[src/logic/ofd_pkg.sv]
package ofd_pkg;

	// Prefix bytes that resize one instruction.
	localparam logic [7:0] OFD_OPSIZE_PREFIX = 8'h66;
	localparam logic [7:0] OFD_ADDRSIZE_PREFIX = 8'h67;

	// Field positions inside the addressing byte, the index byte and the opcode.
	localparam int OFD_MOD_MSB = 7;
	localparam int OFD_MOD_LSB = 6;
	localparam int OFD_MID_MSB = 5;
	localparam int OFD_MID_LSB = 3;
	localparam int OFD_LOW_MSB = 2;
	localparam int OFD_LOW_LSB = 0;
	localparam int OFD_SEG2_MSB = 4;
	localparam int OFD_SEG2_LSB = 3;

	// Mode field values and the unit scale value.
	localparam logic [1:0] OFD_MOD_NODISP = 2'h0;
	localparam logic [1:0] OFD_MOD_DISP_SHORT = 2'h1;
	localparam logic [1:0] OFD_MOD_DISP_FULL = 2'h2;
	localparam logic [1:0] OFD_MOD_REGISTER = 2'h3;
	localparam logic [1:0] OFD_SCALE_ONE = 2'h0;

	// Special low-field, base and index codes.
	localparam logic [2:0] OFD_RM_SIB = 3'h4;
	localparam logic [2:0] OFD_RM_FRAME = 3'h5;
	localparam logic [2:0] OFD_RM16_FRAME = 3'h6;
	localparam logic [2:0] OFD_INDEX_NONE = 3'h4;

	// General register numbers used by the 16-bit address forms; SP marks the stack base in the index byte form.
	localparam logic [2:0] OFD_GPR_BX = 3'h3;
	localparam logic [2:0] OFD_GPR_SP = 3'h4;
	localparam logic [2:0] OFD_GPR_FRAME_BASE_REGISTER = 3'h5;
	localparam logic [2:0] OFD_GPR_SI = 3'h6;
	localparam logic [2:0] OFD_GPR_DI = 3'h7;

	typedef enum logic [1:0] {OFD_SRC_OPCODE = 2'h0, OFD_SRC_MID = 2'h1, OFD_SRC_LOW = 2'h2} ofd_reg_src_t;
	typedef enum logic [1:0] {OFD_SEGF_NONE = 2'h0, OFD_SEGF_TWO_BIT = 2'h1, OFD_SEGF_THREE_BIT = 2'h2} ofd_seg_form_t;
	typedef enum logic [2:0] {
		OFD_SEG_EXTRA_SEGMENT = 3'h0,
		OFD_SEG_CODE_SEGMENT = 3'h1,
		OFD_SEG_STACK_SEGMENT = 3'h2,
		OFD_SEG_DATA_SEGMENT = 3'h3,
		OFD_SEG_FOURTH_DATA_SEGMENT = 3'h4,
		OFD_SEG_FIFTH_DATA_SEGMENT = 3'h5
	} ofd_seg_t;
	typedef enum logic [1:0] {OFD_SZ_BYTE_LOW = 2'h0, OFD_SZ_BYTE_HIGH = 2'h1, OFD_SZ_WORD = 2'h2,
		OFD_SZ_DWORD = 2'h3} ofd_opsz_t;
	typedef enum logic [1:0] {OFD_DISP_NONE = 2'h0, OFD_DISP_SHORT = 2'h1, OFD_DISP_WORD = 2'h2,
		OFD_DISP_LONG = 2'h3} ofd_disp_t;

	typedef struct packed {
		ofd_opsz_t size;
		logic [2:0] idx;
	} ofd_gpr_t;

	typedef struct packed {
		logic valid;
		logic [7:0] opcode;
		logic [7:0] modrm;
		logic [7:0] sib;
		ofd_reg_src_t reg_src;
		logic mid_is_reg;
		logic has_modrm;
		logic has_w;
		logic w;
		ofd_seg_form_t seg_form;
	} ofd_req_t;

	typedef struct packed {
		logic valid;
		logic is_reg;
		ofd_gpr_t rm_reg;
		logic addr16;
		logic sib_needed;
		logic base_valid;
		logic [2:0] base;
		logic index_valid;
		logic [2:0] index;
		logic [1:0] scale;
		ofd_disp_t disp;
		ofd_seg_t seg;
		logic undefined;
	} ofd_ea_t;

	typedef struct packed {
		logic valid;
		ofd_gpr_t gpr;
		logic opext_valid;
		logic [2:0] opext;
		logic seg_valid;
		ofd_seg_t seg_sel;
		logic seg_bad;
		ofd_ea_t ea;
	} ofd_rsp_t;

	typedef struct packed {
		logic opsize_pend;
		logic addrsize_pend;
		ofd_rsp_t rsp;
	} ofd_state_t;

endpackage

[src/logic/ofd_operand_field_decoder.sv]
`timescale 1ns/1ps
// Summary of operation
// [RULE_01] Register selector comes from opcode bits, addressing byte middle, or addressing byte low field.
// [RULE_02] Without width bit, code n picks register n, 32-bit, or 16-bit with size prefix.
// [RULE_03] Width bit 0 picks low or second bytes of registers 0-3; 1 picks full size.
// [RULE_04] Two-bit segment code maps to extra, code, stack, data segments.
// [RULE_05] Three-bit segment code adds fourth and fifth data segments; 110 and 111 unusable.
// [RULE_06] Addressing mode comes from the addressing byte unless the instruction implies it.
// [RULE_07] In 32-bit addressing, low field 100 with mode 00/01/10 means index byte follows.
// [RULE_08] With index byte, address form comes from mode, scale, index and base fields.
// [RULE_09] Addressing byte middle bits are an opcode extension or a register selector.
// [RULE_10] Addressing byte uses 16-bit components in 16-bit addressing, 32-bit components otherwise.
// [RULE_11] Mode 00 picks data segment at register n; 101 is bare long displacement.
// [RULE_12] Modes 01/10 add short/long displacement; low field 101 uses frame base, stack segment.
// [RULE_13] Mode 11 is a register operand, byte or full size by width bit.
// [RULE_14] Prefix 66H makes full-size operands 16 bits for the next instruction only.
// [RULE_15] Prefix 67H switches the next instruction's address calculation to 16 bits.
// [RULE_16] Width bit 0 selects a byte operand, 1 a full-size operand.
module ofd_operand_field_decoder (
	input wire logic mclk_i,
	input wire logic srst_i,
	input wire logic pfx_valid_i,
	input wire logic [7:0] pfx_byte_i,
	input wire ofd_pkg::ofd_req_t req_i,
	output ofd_pkg::ofd_rsp_t rsp_o
);
	import ofd_pkg::*;

	ofd_state_t st_q;
	ofd_state_t st_d;

	// Maps a three-bit register code onto a register number and an operand size.
	function automatic ofd_gpr_t decode_gpr(input logic [2:0] code, input logic has_w, input logic w,
		input logic opsz16);
		ofd_gpr_t g;
		if (has_w && !w) begin
			// Codes with the top bit set reach the second byte of registers 0 to 3.
			g.size = code[2] ? OFD_SZ_BYTE_HIGH : OFD_SZ_BYTE_LOW; // [RULE_03] [RULE_16]
			g.idx = {1'b0, code[1:0]}; // [RULE_03]
		end else begin
			g.size = opsz16 ? OFD_SZ_WORD : OFD_SZ_DWORD; // [RULE_02] [RULE_14]
			g.idx = code; // [RULE_02]
		end
		return g;
	endfunction

	// Builds the 16-bit address form from mode and low field.
	function automatic ofd_ea_t decode_ea16(input logic [1:0] md, input logic [2:0] rm);
		ofd_ea_t e;
		e = '0;
		e.addr16 = 1'b1;
		e.base_valid = 1'b1;
		e.seg = OFD_SEG_DATA_SEGMENT;
		case (rm)
			3'h0: begin
				e.base = OFD_GPR_BX;
				e.index_valid = 1'b1;
				e.index = OFD_GPR_SI;
			end
			3'h1: begin
				e.base = OFD_GPR_BX;
				e.index_valid = 1'b1;
				e.index = OFD_GPR_DI;
			end
			3'h2: begin
				e.base = OFD_GPR_FRAME_BASE_REGISTER;
				e.index_valid = 1'b1;
				e.index = OFD_GPR_SI;
				e.seg = OFD_SEG_STACK_SEGMENT;
			end
			3'h3: begin
				e.base = OFD_GPR_FRAME_BASE_REGISTER;
				e.index_valid = 1'b1;
				e.index = OFD_GPR_DI;
				e.seg = OFD_SEG_STACK_SEGMENT;
			end
			3'h4: begin
				e.base = OFD_GPR_SI;
			end
			3'h5: begin
				e.base = OFD_GPR_DI;
			end
			3'h6: begin
				e.base = OFD_GPR_FRAME_BASE_REGISTER;
				e.seg = OFD_SEG_STACK_SEGMENT;
			end
			default: begin
				e.base = OFD_GPR_BX;
			end
		endcase
		// Mode 00 with the frame code is a bare word displacement, so the frame base drops out.
		case (md)
			OFD_MOD_DISP_SHORT: e.disp = OFD_DISP_SHORT;
			OFD_MOD_DISP_FULL: e.disp = OFD_DISP_WORD;
			default: begin
				if (rm == OFD_RM16_FRAME) begin
					e.disp = OFD_DISP_WORD;
					e.base_valid = 1'b0;
					e.base = '0;
					e.seg = OFD_SEG_DATA_SEGMENT;
				end else begin
					e.disp = OFD_DISP_NONE;
				end
			end
		endcase
		return e;
	endfunction

	// Builds the 32-bit address form, with or without the index byte.
	function automatic ofd_ea_t decode_ea32(input logic [1:0] md, input logic [2:0] rm, input logic [7:0] sib);
		ofd_ea_t e;
		logic [2:0] base;
		e = '0;
		base = rm;
		e.base_valid = 1'b1;
		e.seg = OFD_SEG_DATA_SEGMENT;
		if (rm == OFD_RM_SIB) begin
			e.sib_needed = 1'b1; // [RULE_07]
			base = sib[OFD_LOW_MSB:OFD_LOW_LSB]; // [RULE_08]
			e.scale = sib[OFD_MOD_MSB:OFD_MOD_LSB]; // [RULE_08]
			e.index = sib[OFD_MID_MSB:OFD_MID_LSB]; // [RULE_08]
			e.index_valid = (e.index != OFD_INDEX_NONE); // [RULE_08]
			// A missing index with a non-unit scale leaves the address undefined.
			e.undefined = !e.index_valid && (e.scale != OFD_SCALE_ONE); // [RULE_08]
			if (base == OFD_GPR_SP) begin
				e.seg = OFD_SEG_STACK_SEGMENT; // [RULE_08]
			end
		end
		e.base = base;
		case (md)
			OFD_MOD_DISP_SHORT: e.disp = OFD_DISP_SHORT; // [RULE_12]
			OFD_MOD_DISP_FULL: e.disp = OFD_DISP_LONG; // [RULE_12]
			default: e.disp = OFD_DISP_NONE; // [RULE_11]
		endcase
		if (base == OFD_RM_FRAME) begin
			if (md == OFD_MOD_NODISP) begin
				// Mode 00 with code 101 carries no base, only a long displacement.
				e.base_valid = 1'b0; // [RULE_11] [RULE_08]
				e.base = '0;
				e.disp = OFD_DISP_LONG; // [RULE_11]
			end else begin
				e.seg = OFD_SEG_STACK_SEGMENT; // [RULE_12]
			end
		end
		return e;
	endfunction

	// Next-state logic: prefix capture, field routing and address decoding.
	always_comb begin
		logic opsz16;
		logic adsz16;
		logic [1:0] md;
		logic [2:0] mid;
		logic [2:0] low;
		logic [2:0] code;
		logic [2:0] seg3;
		opsz16 = 1'b0;
		adsz16 = 1'b0;
		md = '0;
		mid = '0;
		low = '0;
		code = '0;
		seg3 = '0;
		st_d = st_q;
		st_d.rsp.valid = 1'b0;
		// A prefix in the same cycle as the instruction still belongs to it.
		opsz16 = st_q.opsize_pend || (pfx_valid_i && pfx_byte_i == OFD_OPSIZE_PREFIX); // [RULE_14]
		adsz16 = st_q.addrsize_pend || (pfx_valid_i && pfx_byte_i == OFD_ADDRSIZE_PREFIX); // [RULE_15]
		md = req_i.modrm[OFD_MOD_MSB:OFD_MOD_LSB];
		mid = req_i.modrm[OFD_MID_MSB:OFD_MID_LSB];
		low = req_i.modrm[OFD_LOW_MSB:OFD_LOW_LSB];
		if (req_i.valid) begin
			// Prefixes are consumed by this instruction and never carried to the next.
			st_d.opsize_pend = 1'b0; // [RULE_14]
			st_d.addrsize_pend = 1'b0; // [RULE_15]
			st_d.rsp = '0;
			st_d.rsp.valid = 1'b1;
			// General register selector source.
			case (req_i.reg_src)
				OFD_SRC_MID: code = mid; // [RULE_01]
				OFD_SRC_LOW: code = low; // [RULE_01]
				default: code = req_i.opcode[OFD_LOW_MSB:OFD_LOW_LSB]; // [RULE_01]
			endcase
			st_d.rsp.gpr = decode_gpr(code, req_i.has_w, req_i.w, opsz16);
			// Middle bits go out as an extension when the opcode does not use them as a register.
			st_d.rsp.opext_valid = req_i.has_modrm && !req_i.mid_is_reg; // [RULE_09]
			st_d.rsp.opext = st_d.rsp.opext_valid ? mid : 3'h0; // [RULE_09]
			// Segment register field, two-bit form in the opcode, three-bit form in the middle bits.
			case (req_i.seg_form)
				OFD_SEGF_TWO_BIT: begin
					st_d.rsp.seg_valid = 1'b1;
					st_d.rsp.seg_sel = ofd_seg_t'({1'b0, req_i.opcode[OFD_SEG2_MSB:OFD_SEG2_LSB]}); // [RULE_04]
				end
				OFD_SEGF_THREE_BIT: begin
					seg3 = mid;
					if (seg3 > OFD_SEG_FIFTH_DATA_SEGMENT) begin
						// Unusable code: flagged, and the selection is parked on the data segment.
						st_d.rsp.seg_bad = 1'b1; // [RULE_05]
						st_d.rsp.seg_sel = OFD_SEG_DATA_SEGMENT;
					end else begin
						st_d.rsp.seg_valid = 1'b1;
						st_d.rsp.seg_sel = ofd_seg_t'(seg3); // [RULE_05]
					end
				end
				default: begin
					st_d.rsp.seg_sel = OFD_SEG_DATA_SEGMENT;
				end
			endcase
			// Implied addressing leaves the address form empty.
			if (req_i.has_modrm) begin // [RULE_06]
				if (md == OFD_MOD_REGISTER) begin
					st_d.rsp.ea.is_reg = 1'b1; // [RULE_13]
					st_d.rsp.ea.rm_reg = decode_gpr(low, req_i.has_w, req_i.w, opsz16); // [RULE_13]
					st_d.rsp.ea.seg = OFD_SEG_DATA_SEGMENT;
				end else if (adsz16) begin
					st_d.rsp.ea = decode_ea16(md, low); // [RULE_10]
				end else begin
					st_d.rsp.ea = decode_ea32(md, low, req_i.sib); // [RULE_10]
				end
				st_d.rsp.ea.valid = 1'b1; // [RULE_06]
				st_d.rsp.ea.addr16 = adsz16; // [RULE_15]
			end
		end else if (pfx_valid_i) begin
			// Other prefix bytes pass by without effect here.
			if (pfx_byte_i == OFD_OPSIZE_PREFIX) begin
				st_d.opsize_pend = 1'b1; // [RULE_14]
			end
			if (pfx_byte_i == OFD_ADDRSIZE_PREFIX) begin
				st_d.addrsize_pend = 1'b1; // [RULE_15]
			end
		end
	end

	// State register; the answer fields are held until the next instruction replaces them, but valid lasts one cycle.
	always_ff @(posedge mclk_i) begin
		if (srst_i) begin
			st_q <= '0;
		end else begin
			st_q <= st_d;
		end
	end

	assign rsp_o = st_q.rsp;

endmodule // ofd_operand_field_decoder

[config.mk]
export PLATFORM = sky130hd
export DESIGN_NAME = ofd_operand_field_decoder
export DESIGN_NICKNAME = d
export VERILOG_FILES = /design/src/logic/ofd_pkg.sv /design/src/logic/ofd_operand_field_decoder.sv
export SDC_FILE = /design/constraint.sdc
export NUM_CORES = 1
export LEC_CHECK = 0
export BUFFER_PORTS_ARGS = -buffer_cell sky130_fd_sc_hd__buf_4
export CORE_AREA = 4 4 72 74
export CTS_BUF_LIST = sky130_fd_sc_hd__clkbuf_4
export DETAILED_ROUTE_END_ITERATION = 8
export DIE_AREA = 0 0 76 78
export GPL_TIMING_DRIVEN = 1
export HOLD_SLACK_MARGIN = 0.06
export PLACE_DENSITY = 0.92
export SLEW_MARGIN = 20
export SYNTH_ARGS = -nofsm -noshare
export SYNTH_HDL_FRONTEND = slang
export SYNTH_SLANG_ARGS = --single-unit
[constraint.sdc]
create_clock -name mclk_i -period 1.4 [get_ports mclk_i]
set_input_delay 0.14 -clock mclk_i [delete_from_list [all_inputs] [get_ports mclk_i]]
set_output_delay 0.14 -clock mclk_i [all_outputs]
set_load 0.05 [all_outputs]
==> metrics.md, run 1 <==
| Metric | Value |
|---|---|
| Syn Nets | `around 310` |
| R2R Path Start | `st_q[40]$_SDFFE_PP0P_` |
| CTS Root Cell | `clkbuf_4` |
| Final worst path period share | `87.2%` |
| Most used flip-flop cell after synthesis | `dfxtp_1` |
| Internal | `~0.0018 W` |
| Layout cell share with drive strength beyond 1 | `34.7%` |
| DR WL/cell | `~15 um` |
| CTS HTree Levels | `2` |
| Crit-path cells | `a31oi_1, buf_4, nor3_1, buf_4, a221o_1` |
| Drt pass-1 iters | `4` |
| Commonest cells after routing, fill and taps aside | `buf_4, dfxtp_1, nand2_1` |
| Syn. warnings | `0` |
| Switching pwr | `0.000749 W` |
| Core Region | `4600 um^2` |
| Sw Share | `29.6%` |
| Reg2Reg Depth | `5` |
| Sequential share of power | `47.3%` |
| Final setup fails | `0` |
| WHS | `0.0778 ns` |
| Cell with the largest stage delay on the worst path | `dfxtp_1` |
| Clk buf depth | `2` |
| Status | `completed` |
| Worst Path Required | `1.65 ns` |
| Final layout net count | `between 300 and 400` |
| Final hold violation count | `0` |
| Post-CTS Setup Repair Bufs | `0` |
| Final GP Congestion | `0.857` |
| Crit path kind | `reg2reg` |
| Combinational family with the most area after synthesis | `compound AO/OA/AOI/OAI gates` |
| Kind of capture point of the worst setup path | `register` |
| Clk_skew | `~0.0076 ns` |
| Yosys reg bits | `40` |
| Post-placement cell count | `355` |
| Via count | `2007` |
| Synth Area in Simple Gates | `18.3%` |
| CP endpoint | `rsp_o[10]$_SDFFE_PP0P_` |
| Die area | `5930 um^2` |
| Hold Crit Class | `in2reg` |
| XOR/XNOR Fraction of Synth Area | `0%` |
| Clk sink count | `40` |
| Post-synth ARST share | `0%` |
| CP top delay family | `compound AO/OA/AOI/OAI gates` |
| CP Depth | `5` |
| Total GRT Usage | `between 10% and 20%` |
| Compound-cell area share of the yosys netlist | `21.5%` |
| Gate power share | `22.3%` |
| Leakage Power | `1.27 nW` |
| Rows | `25` |
| Arr. time, crit path | `1.47 ns` |
| Wirelength, routed | `~5.4 mm` |
| Crit start category | `register` |
| Multiplexer area fraction after synthesis | `0.890%` |
| First-pass GRT wire length | `slightly below 9 mm` |
| Syn Area/Cell | `8.68 um^2` |
| CP Max Fanout | `10` |
| Initial Util | `between 40% and 50%` |
| DRC | `0` |
| Area growth syn-to-layout | `24.2%` |
| Routed Antenna Nets | `0` |
| Worst path max stage delay | `roughly 0.33 ns` |
| Clk_lat worst skew | `0.36 ns` |
| Detail Placement HPWL | `4.13 mm` |
| GR Overflow Total | `0` |
| Seq/Total Area, Yosys | `35.6%` |
| Vias in the first global route | `1870` |
| Final core utilization | `a little over 60%` |
| First DRT Iteration DRCs | `125` |
| Cells after Synth | `259` |
| Max-slew violations | `0` |
| I/O Buffers | `79` |
| CP Launch Point | `st_q[40]$_SDFFE_PP0P_` |
| Buffers & Inverters on Critical Path | `2` |
| Most common cell after layout, fill and taps aside | `buf_4` |
| CTS resizes | `0` |
| Adder-Cell Fraction of Synth Area | `4.45%` |
| CTS tree | `yes` |
| Netlist cell types | `50` |
| N_diodes | `0` |
| Min Tclk post-route | `roughly 1.2 ns` |
| Clock buffer count from CTS | `5` |
| Die height | `78 um` |
| Post-synth EDFFs | `0` |
| Worst-path clk slew | `0.13 ns` |
| Clk network pwr share | `30.3%` |
| RSZ-0062 raised after global routing | `false` |
| Initial antenna violation count | `0` |
| Max_cap viols | `0` |
| Synthesized area | `2250 um^2` |
| Most frequent CP cell | `buf_4` |
| Worst R2R End | `rsp_o[10]$_SDFFE_PP0P_` |
| Top Ports | `84` |
| Finished Layout Cells | `368` |
| Largest net degree at the start of global routing | `24` |
| Flop2flop setup slack | `0.18 ns` |
| Pwr per Cell Area | `906 nW/um^2` |
| Die width | `76 um` |
| Vias/cell | `5.45` |
| Peak VDD IR | `0.000379 V` |
| Maximum operating frequency | `around 0.82 GHz` |
[power groups by stage]
stage                     registers, W  logic, W  clock network (W)
after global placement         0.00122  0.000542                  0
final                          0.00120  0.000565           0.000767
after detailed placement       0.00122  0.000552                  0
after floorplan                0.00121  0.000384                  0
after CTS                      0.00120  0.000565           0.000784
after global routing           0.00120  0.000609           0.000829
[per-layer routing]
metal | vias to the layer above | wire length [um] | GRT usage (%)
met5 | - | 0 | 0
met3 | 18 | 339 | 3.48
met2 | 79 | 2630 | 28.8
met1 | 924 | 2280 | 22.5
met4 | 0 | 178 | 10.9
li1 | 986 | - | -
[logic make-up after synthesis]
kind of cell | count (synthesis)
adder cells (fa/ha/maj) | 8
other | 1
flip-flops | 40
multiplexers | 2
AND/OR/NAND/NOR | 80
AO/OA/AOI/OAI | 63
buffers and inverters | 65
[worst min path at each step]
stage,start,to,slack [ns],depth (start not counted)
after global placement,req_i[15],rsp_o[7]$_SDFFE_PP0P_,0.36,2
after global routing,req_i[11],rsp_o[8]$_SDFFE_PP0P_,0.07,3
after floorplan,srst_i,rsp_o[39]$_SDFF_PP0_,0.22,1
final,req_i[4],rsp_o[17]$_SDFFE_PP0P_,0.08,3
after CTS,req_i[21],rsp_o[32]$_SDFFE_PP0P_,0.07,3
after detailed placement,req_i[15],rsp_o[7]$_SDFFE_PP0P_,0.36,2
[Yosys cell counts, drive strengths merged, types with 2 or more instances]
cell type / instances / area, um^2
buf: 51 / 377
dfxtp: 40 / 801
nand2: 23 / 86.3
a21oi: 19 / 98.9
nor2: 16 / 60.1
inv: 11 / 41.3
nor3: 11 / 60.1
ha: 8 / 100
nand3: 8 / 40.0
nor2b: 7 / 43.8
a221o: 5 / 50.1
a221oi: 5 / 50.0
o21ai: 5 / 25.0
a211oi: 4 / 30.0
a22o: 4 / 35.0
a2111oi: 3 / 52.6
a21o: 3 / 22.5
clkbuf: 3 / 11.3
nand2b: 3 / 18.8
a31oi: 2 / 12.5
mux2i: 2 / 20.0
nand3b: 2 / 15.0
nand4b: 2 / 17.5
nand4bb: 2 / 22.5
o211ai: 2 / 15.0
o31ai: 2 / 15.0
[state kept, by name, summed over array words and instances, names as in the netlist]
register and flops:
st_q 2, rsp_o 38
[metrics by stage]
stage	cell area [um^2]	setup slack, ns	power, W	setup TNS, ns
after floorplan	2250	0.101	0.00160	0
after global placement	2660	-0.0555	0.00176	-0.249
after detailed placement	2660	-0.0620	0.00177	-0.361
after CTS	2790	0.184	0.00255	0
after global routing	2790	0.109	0.00264	0
final	2790	0.179	0.00253	0
[worst reg2reg max path, delay by kind of cell (launching register included)]
kind	cells	cell delay, ns
and+or+nand+nor	1	0.07
DFF	1	0.33
AOI/OAI and AO/OA	2	0.39
buffers and inverters	2	0.34
[final cells by class]
cell class                      instances  area, um^2
Clock inverter                          3        42.5
Multi-Input combinational cell        154        1020
Sequential cell                        40         801
Inverter                               11        41.3
Tap cell                               54        67.6
Clock buffer                            5        37.5
Fill cell                             414        1810
Timing Repair Buffer                  101         783
[what timing repair did]
| action | CTS | global route |
|---|---|---|
| setup endpoints to repair | 0 | 0 |
| endpoints found under the hold margin | 5 | 0 |
| hold buffers | 5 | 0 |
(Power assumes the default switching activity.)
==> run 2: changes to the inputs <==
--- a/config.mk
+++ b/config.mk
@@ -8,2 +8,3 @@
 export BUFFER_PORTS_ARGS = -buffer_cell sky130_fd_sc_hd__buf_4
+export CAP_MARGIN = 20
 export CORE_AREA = 4 4 72 74
==> constraint.sdc (replaced) <==
create_clock -name mclk_i -period 1.4 [get_ports mclk_i]
set_input_delay 0.28 -clock mclk_i [delete_from_list [all_inputs] [get_ports mclk_i]]
set_output_delay 0.28 -clock mclk_i [all_outputs]
set_load 0.05 [all_outputs]
==> run 2 against run 1 <==
Effect of this change:
- combinational power grew 2%
- design area shrank 0.31%
- clock skew shrank 0.0031 ns
- via count shrank 1.7%
- global-route usage is essentially flat
- total power shrank 7.7%
==> metrics.md, run 2 (synthesis gave the netlist of run 1 again) <==
| Metric | Value |
|---|---|
| Vias in the first global route | `1999 (+6.9%)` |
| Worst-path clk slew | `0.12 ns (about the same)` |
| CTS resizes | `0 (unchanged)` |
| DR WL/cell | `14.2 um (-3.4%)` |
| Vias/cell | `5.34 (-2.0%)` |
| Hold buffers post-CTS | `0 (-5)` |
| Post-placement cell count | `361 (+1.7%)` |
| Tot Pwr | `0.00234 W (-7.7%)` |
| Final hold violation count | `0 (unchanged)` |
| Clock buffer count from CTS | `5 (unchanged)` |
| Setup WS pre-CTS | `-0.214 ns (-0.152 ns)` |
| Largest net degree at the start of global routing | `18 (-25%)` |
| I/O Buffers | `79 (unchanged)` |
| Crit start category | `register` |
| Initial Util | `48.9% (unchanged)` |
| Post-CTS Setup Repair Bufs | `0 (unchanged)` |
| N_diodes | `0 (unchanged)` |
| Max FFs per register | `38 (unchanged)` |
| Die area | `5930 um^2 (unchanged)` |
| Met3 usage | `4.18% (+0.70 points)` |
| CP top delay family | `flip-flops` |
| Clk_lat worst skew | `0.35 ns (about the same)` |
| Crit-path cells | `buf_4` |
| Final setup fails | `0 (unchanged)` |
| Die width | `76 um (unchanged)` |
| Core Region | `4600 um^2 (unchanged)` |
| Final layout net count | `366 (+0.27%)` |
| Pwr per Cell Area | `839 nW/um^2 (-7.4%)` |
| Leakage Power | `1.28 nW (+0.28%)` |
| Min Tclk post-route | `1.29 ns (+0.0715 ns)` |
| First DRT Iteration DRCs | `83 (-34%)` |
| Clk buf depth | `2 (unchanged)` |
| Clk sink count | `40 (unchanged)` |
| Kind of capture point of the worst setup path | `primary output` |
| Crit path kind | `reg2out` |
| Arr. time, crit path | `1.01 ns (-0.46 ns)` |
| Fillcell total | `390 (-5.8%)` |
| First-pass GRT wire length | `8.94 mm (+2.2%)` |
| Via count | `1972 (-1.7%)` |
| Detail Placement HPWL | `4.18 mm (+1.0%)` |
| Drt pass-1 iters | `4 (unchanged)` |
| Buffers & Inverters on Critical Path | `1 (-1)` |
| Worst path max stage delay | `0.43 ns (+0.10 ns)` |
| CP Max Fanout | `4 (-6)` |
| Setup WS post-layout | `0.108 ns (-0.0715 ns)` |
| GR Overflow Total | `0 (unchanged)` |
| Wirelength, routed | `5.26 mm (-3.1%)` |
| Final TNS setup | `0 ns (unchanged)` |
| Die height | `78 um (unchanged)` |
| Rows | `25 (unchanged)` |
| Peak VDD IR | `0.000322 V (-15%)` |
| Total GRT Usage | `18.1% (+0.022 points)` |
| Finished Layout Cells | `369 (+0.27%)` |
| Most common cell after layout, fill and taps aside | `buf_4` |
| Routed Antenna Nets | `0 (unchanged)` |
| Max_cap viols | `0 (unchanged)` |
| CTS tree | `yes` |
| Cell with the largest stage delay on the worst path | `dfxtp_1` |
| Clk_skew | `0.00454 ns (-0.00308 ns)` |
| Busiest grt layer | `met2` |
| RSZ-0062 raised after global routing | `false` |
| Area growth syn-to-layout | `23.8%` |
| Top Ports | `84 (unchanged)` |
| Layout cell share with drive strength beyond 1 | `36.5% (+1.8 points)` |
| Hold Crit Class | `in2reg` |
| Met1 usage | `21.8% (-0.74 points)` |
| CTS HTree Levels | `2 (unchanged)` |
| Max-slew violations | `0 (unchanged)` |
| DRC | `0 (unchanged)` |
| Final GP Congestion | `0.871 (+1.7%)` |
| Final worst path period share | `92.3% (+5.1 points)` |
| Met2 Track Usage GR | `29.8% (+1.0 points)` |
| Commonest cells after routing, fill and taps aside | `buf_4, dfxtp_1, nand2_1` |
| Maximum operating frequency | `0.774 GHz (-5.5%)` |
| CTS Root Cell | `clkbuf_4` |
| Worst Path Required | `1.12 ns (-0.53 ns)` |
| Initial antenna violation count | `0 (unchanged)` |
| Status | `completed` |
-- run 2: cell count changes in the layout (fill, tap and decap cells not counted) --
cell / previous run / this run
dlygate4sd3_1: 5 / 0
bufinv_16: 1 / 0
buf_4: 95 / 100
clkinv_1: 0 / 1
clkinvlp_4: 1 / 0
buf_12: 1 / 2
ha_1: 8 / 7
ha_4: 0 / 1
clkinv_2: 1 / 2
-- run 2: metrics by stage --
stage / hold slack (ns) / cell area [um^2] / util [%]
3_3_place_gp: 0.432 / 2730 / 59.4
2_1_floorplan: 0.363 / 2260 / -
6_report: 0.145 / 2780 / 60.5
4_1_cts: 0.129 / 2780 / 60.5
5_1_grt: 0.138 / 2780 / 60.5
3_5_place_dp: 0.440 / 2730 / 59.4
-- run 2: metal layers --
layer	wire, um	share of wire (%)
met1	2160	41
met2	2500	48
met3	428	8.1
met4	167	3.2
met5	0	0
-- run 2: cell type report --
class | count | area (um^2) | area share (%)
multi-input cells | 154 | 1030 | 37.1
flip-flops and latches | 40 | 801 | 28.8
repair buffers | 102 | 791 | 28.4
well taps | 54 | 67.6 | 2.43
inverters | 11 | 41.3 | 1.48
clock buffers | 5 | 37.5 | 1.35
clock inverters | 3 | 13.8 | 0.495
-- run 2: path summary, 6_finish.rpt --
kind | start | end | slack (ns) | depth (start not counted)
hold reg to reg | rsp_o[23]$_SDFFE_PP0P_ | rsp_o[23]$_SDFFE_PP0P_ | 0.46 | 2
hold / removal | req_i[14] | rsp_o[6]$_SDFFE_PP0P_ | 0.14 | 2
setup reg to reg | st_q[40]$_SDFFE_PP0P_ | rsp_o[12]$_SDFFE_PP0P_ | 0.17 | 3
setup / recovery | rsp_o[5]$_SDFFE_PP0P_ | rsp_o[5] | 0.11 | 1
-- run 2: where the power goes --
group / leakage, nW / switching [W] / internal, W
clock: 0.0324 / 0.000380 / 0.000185
sequential: 0.326 / 0.0000205 / 0.00117
combinational: 0.920 / 0.000335 / 0.000241
total: 1.28 / 0.000735 / 0.00160
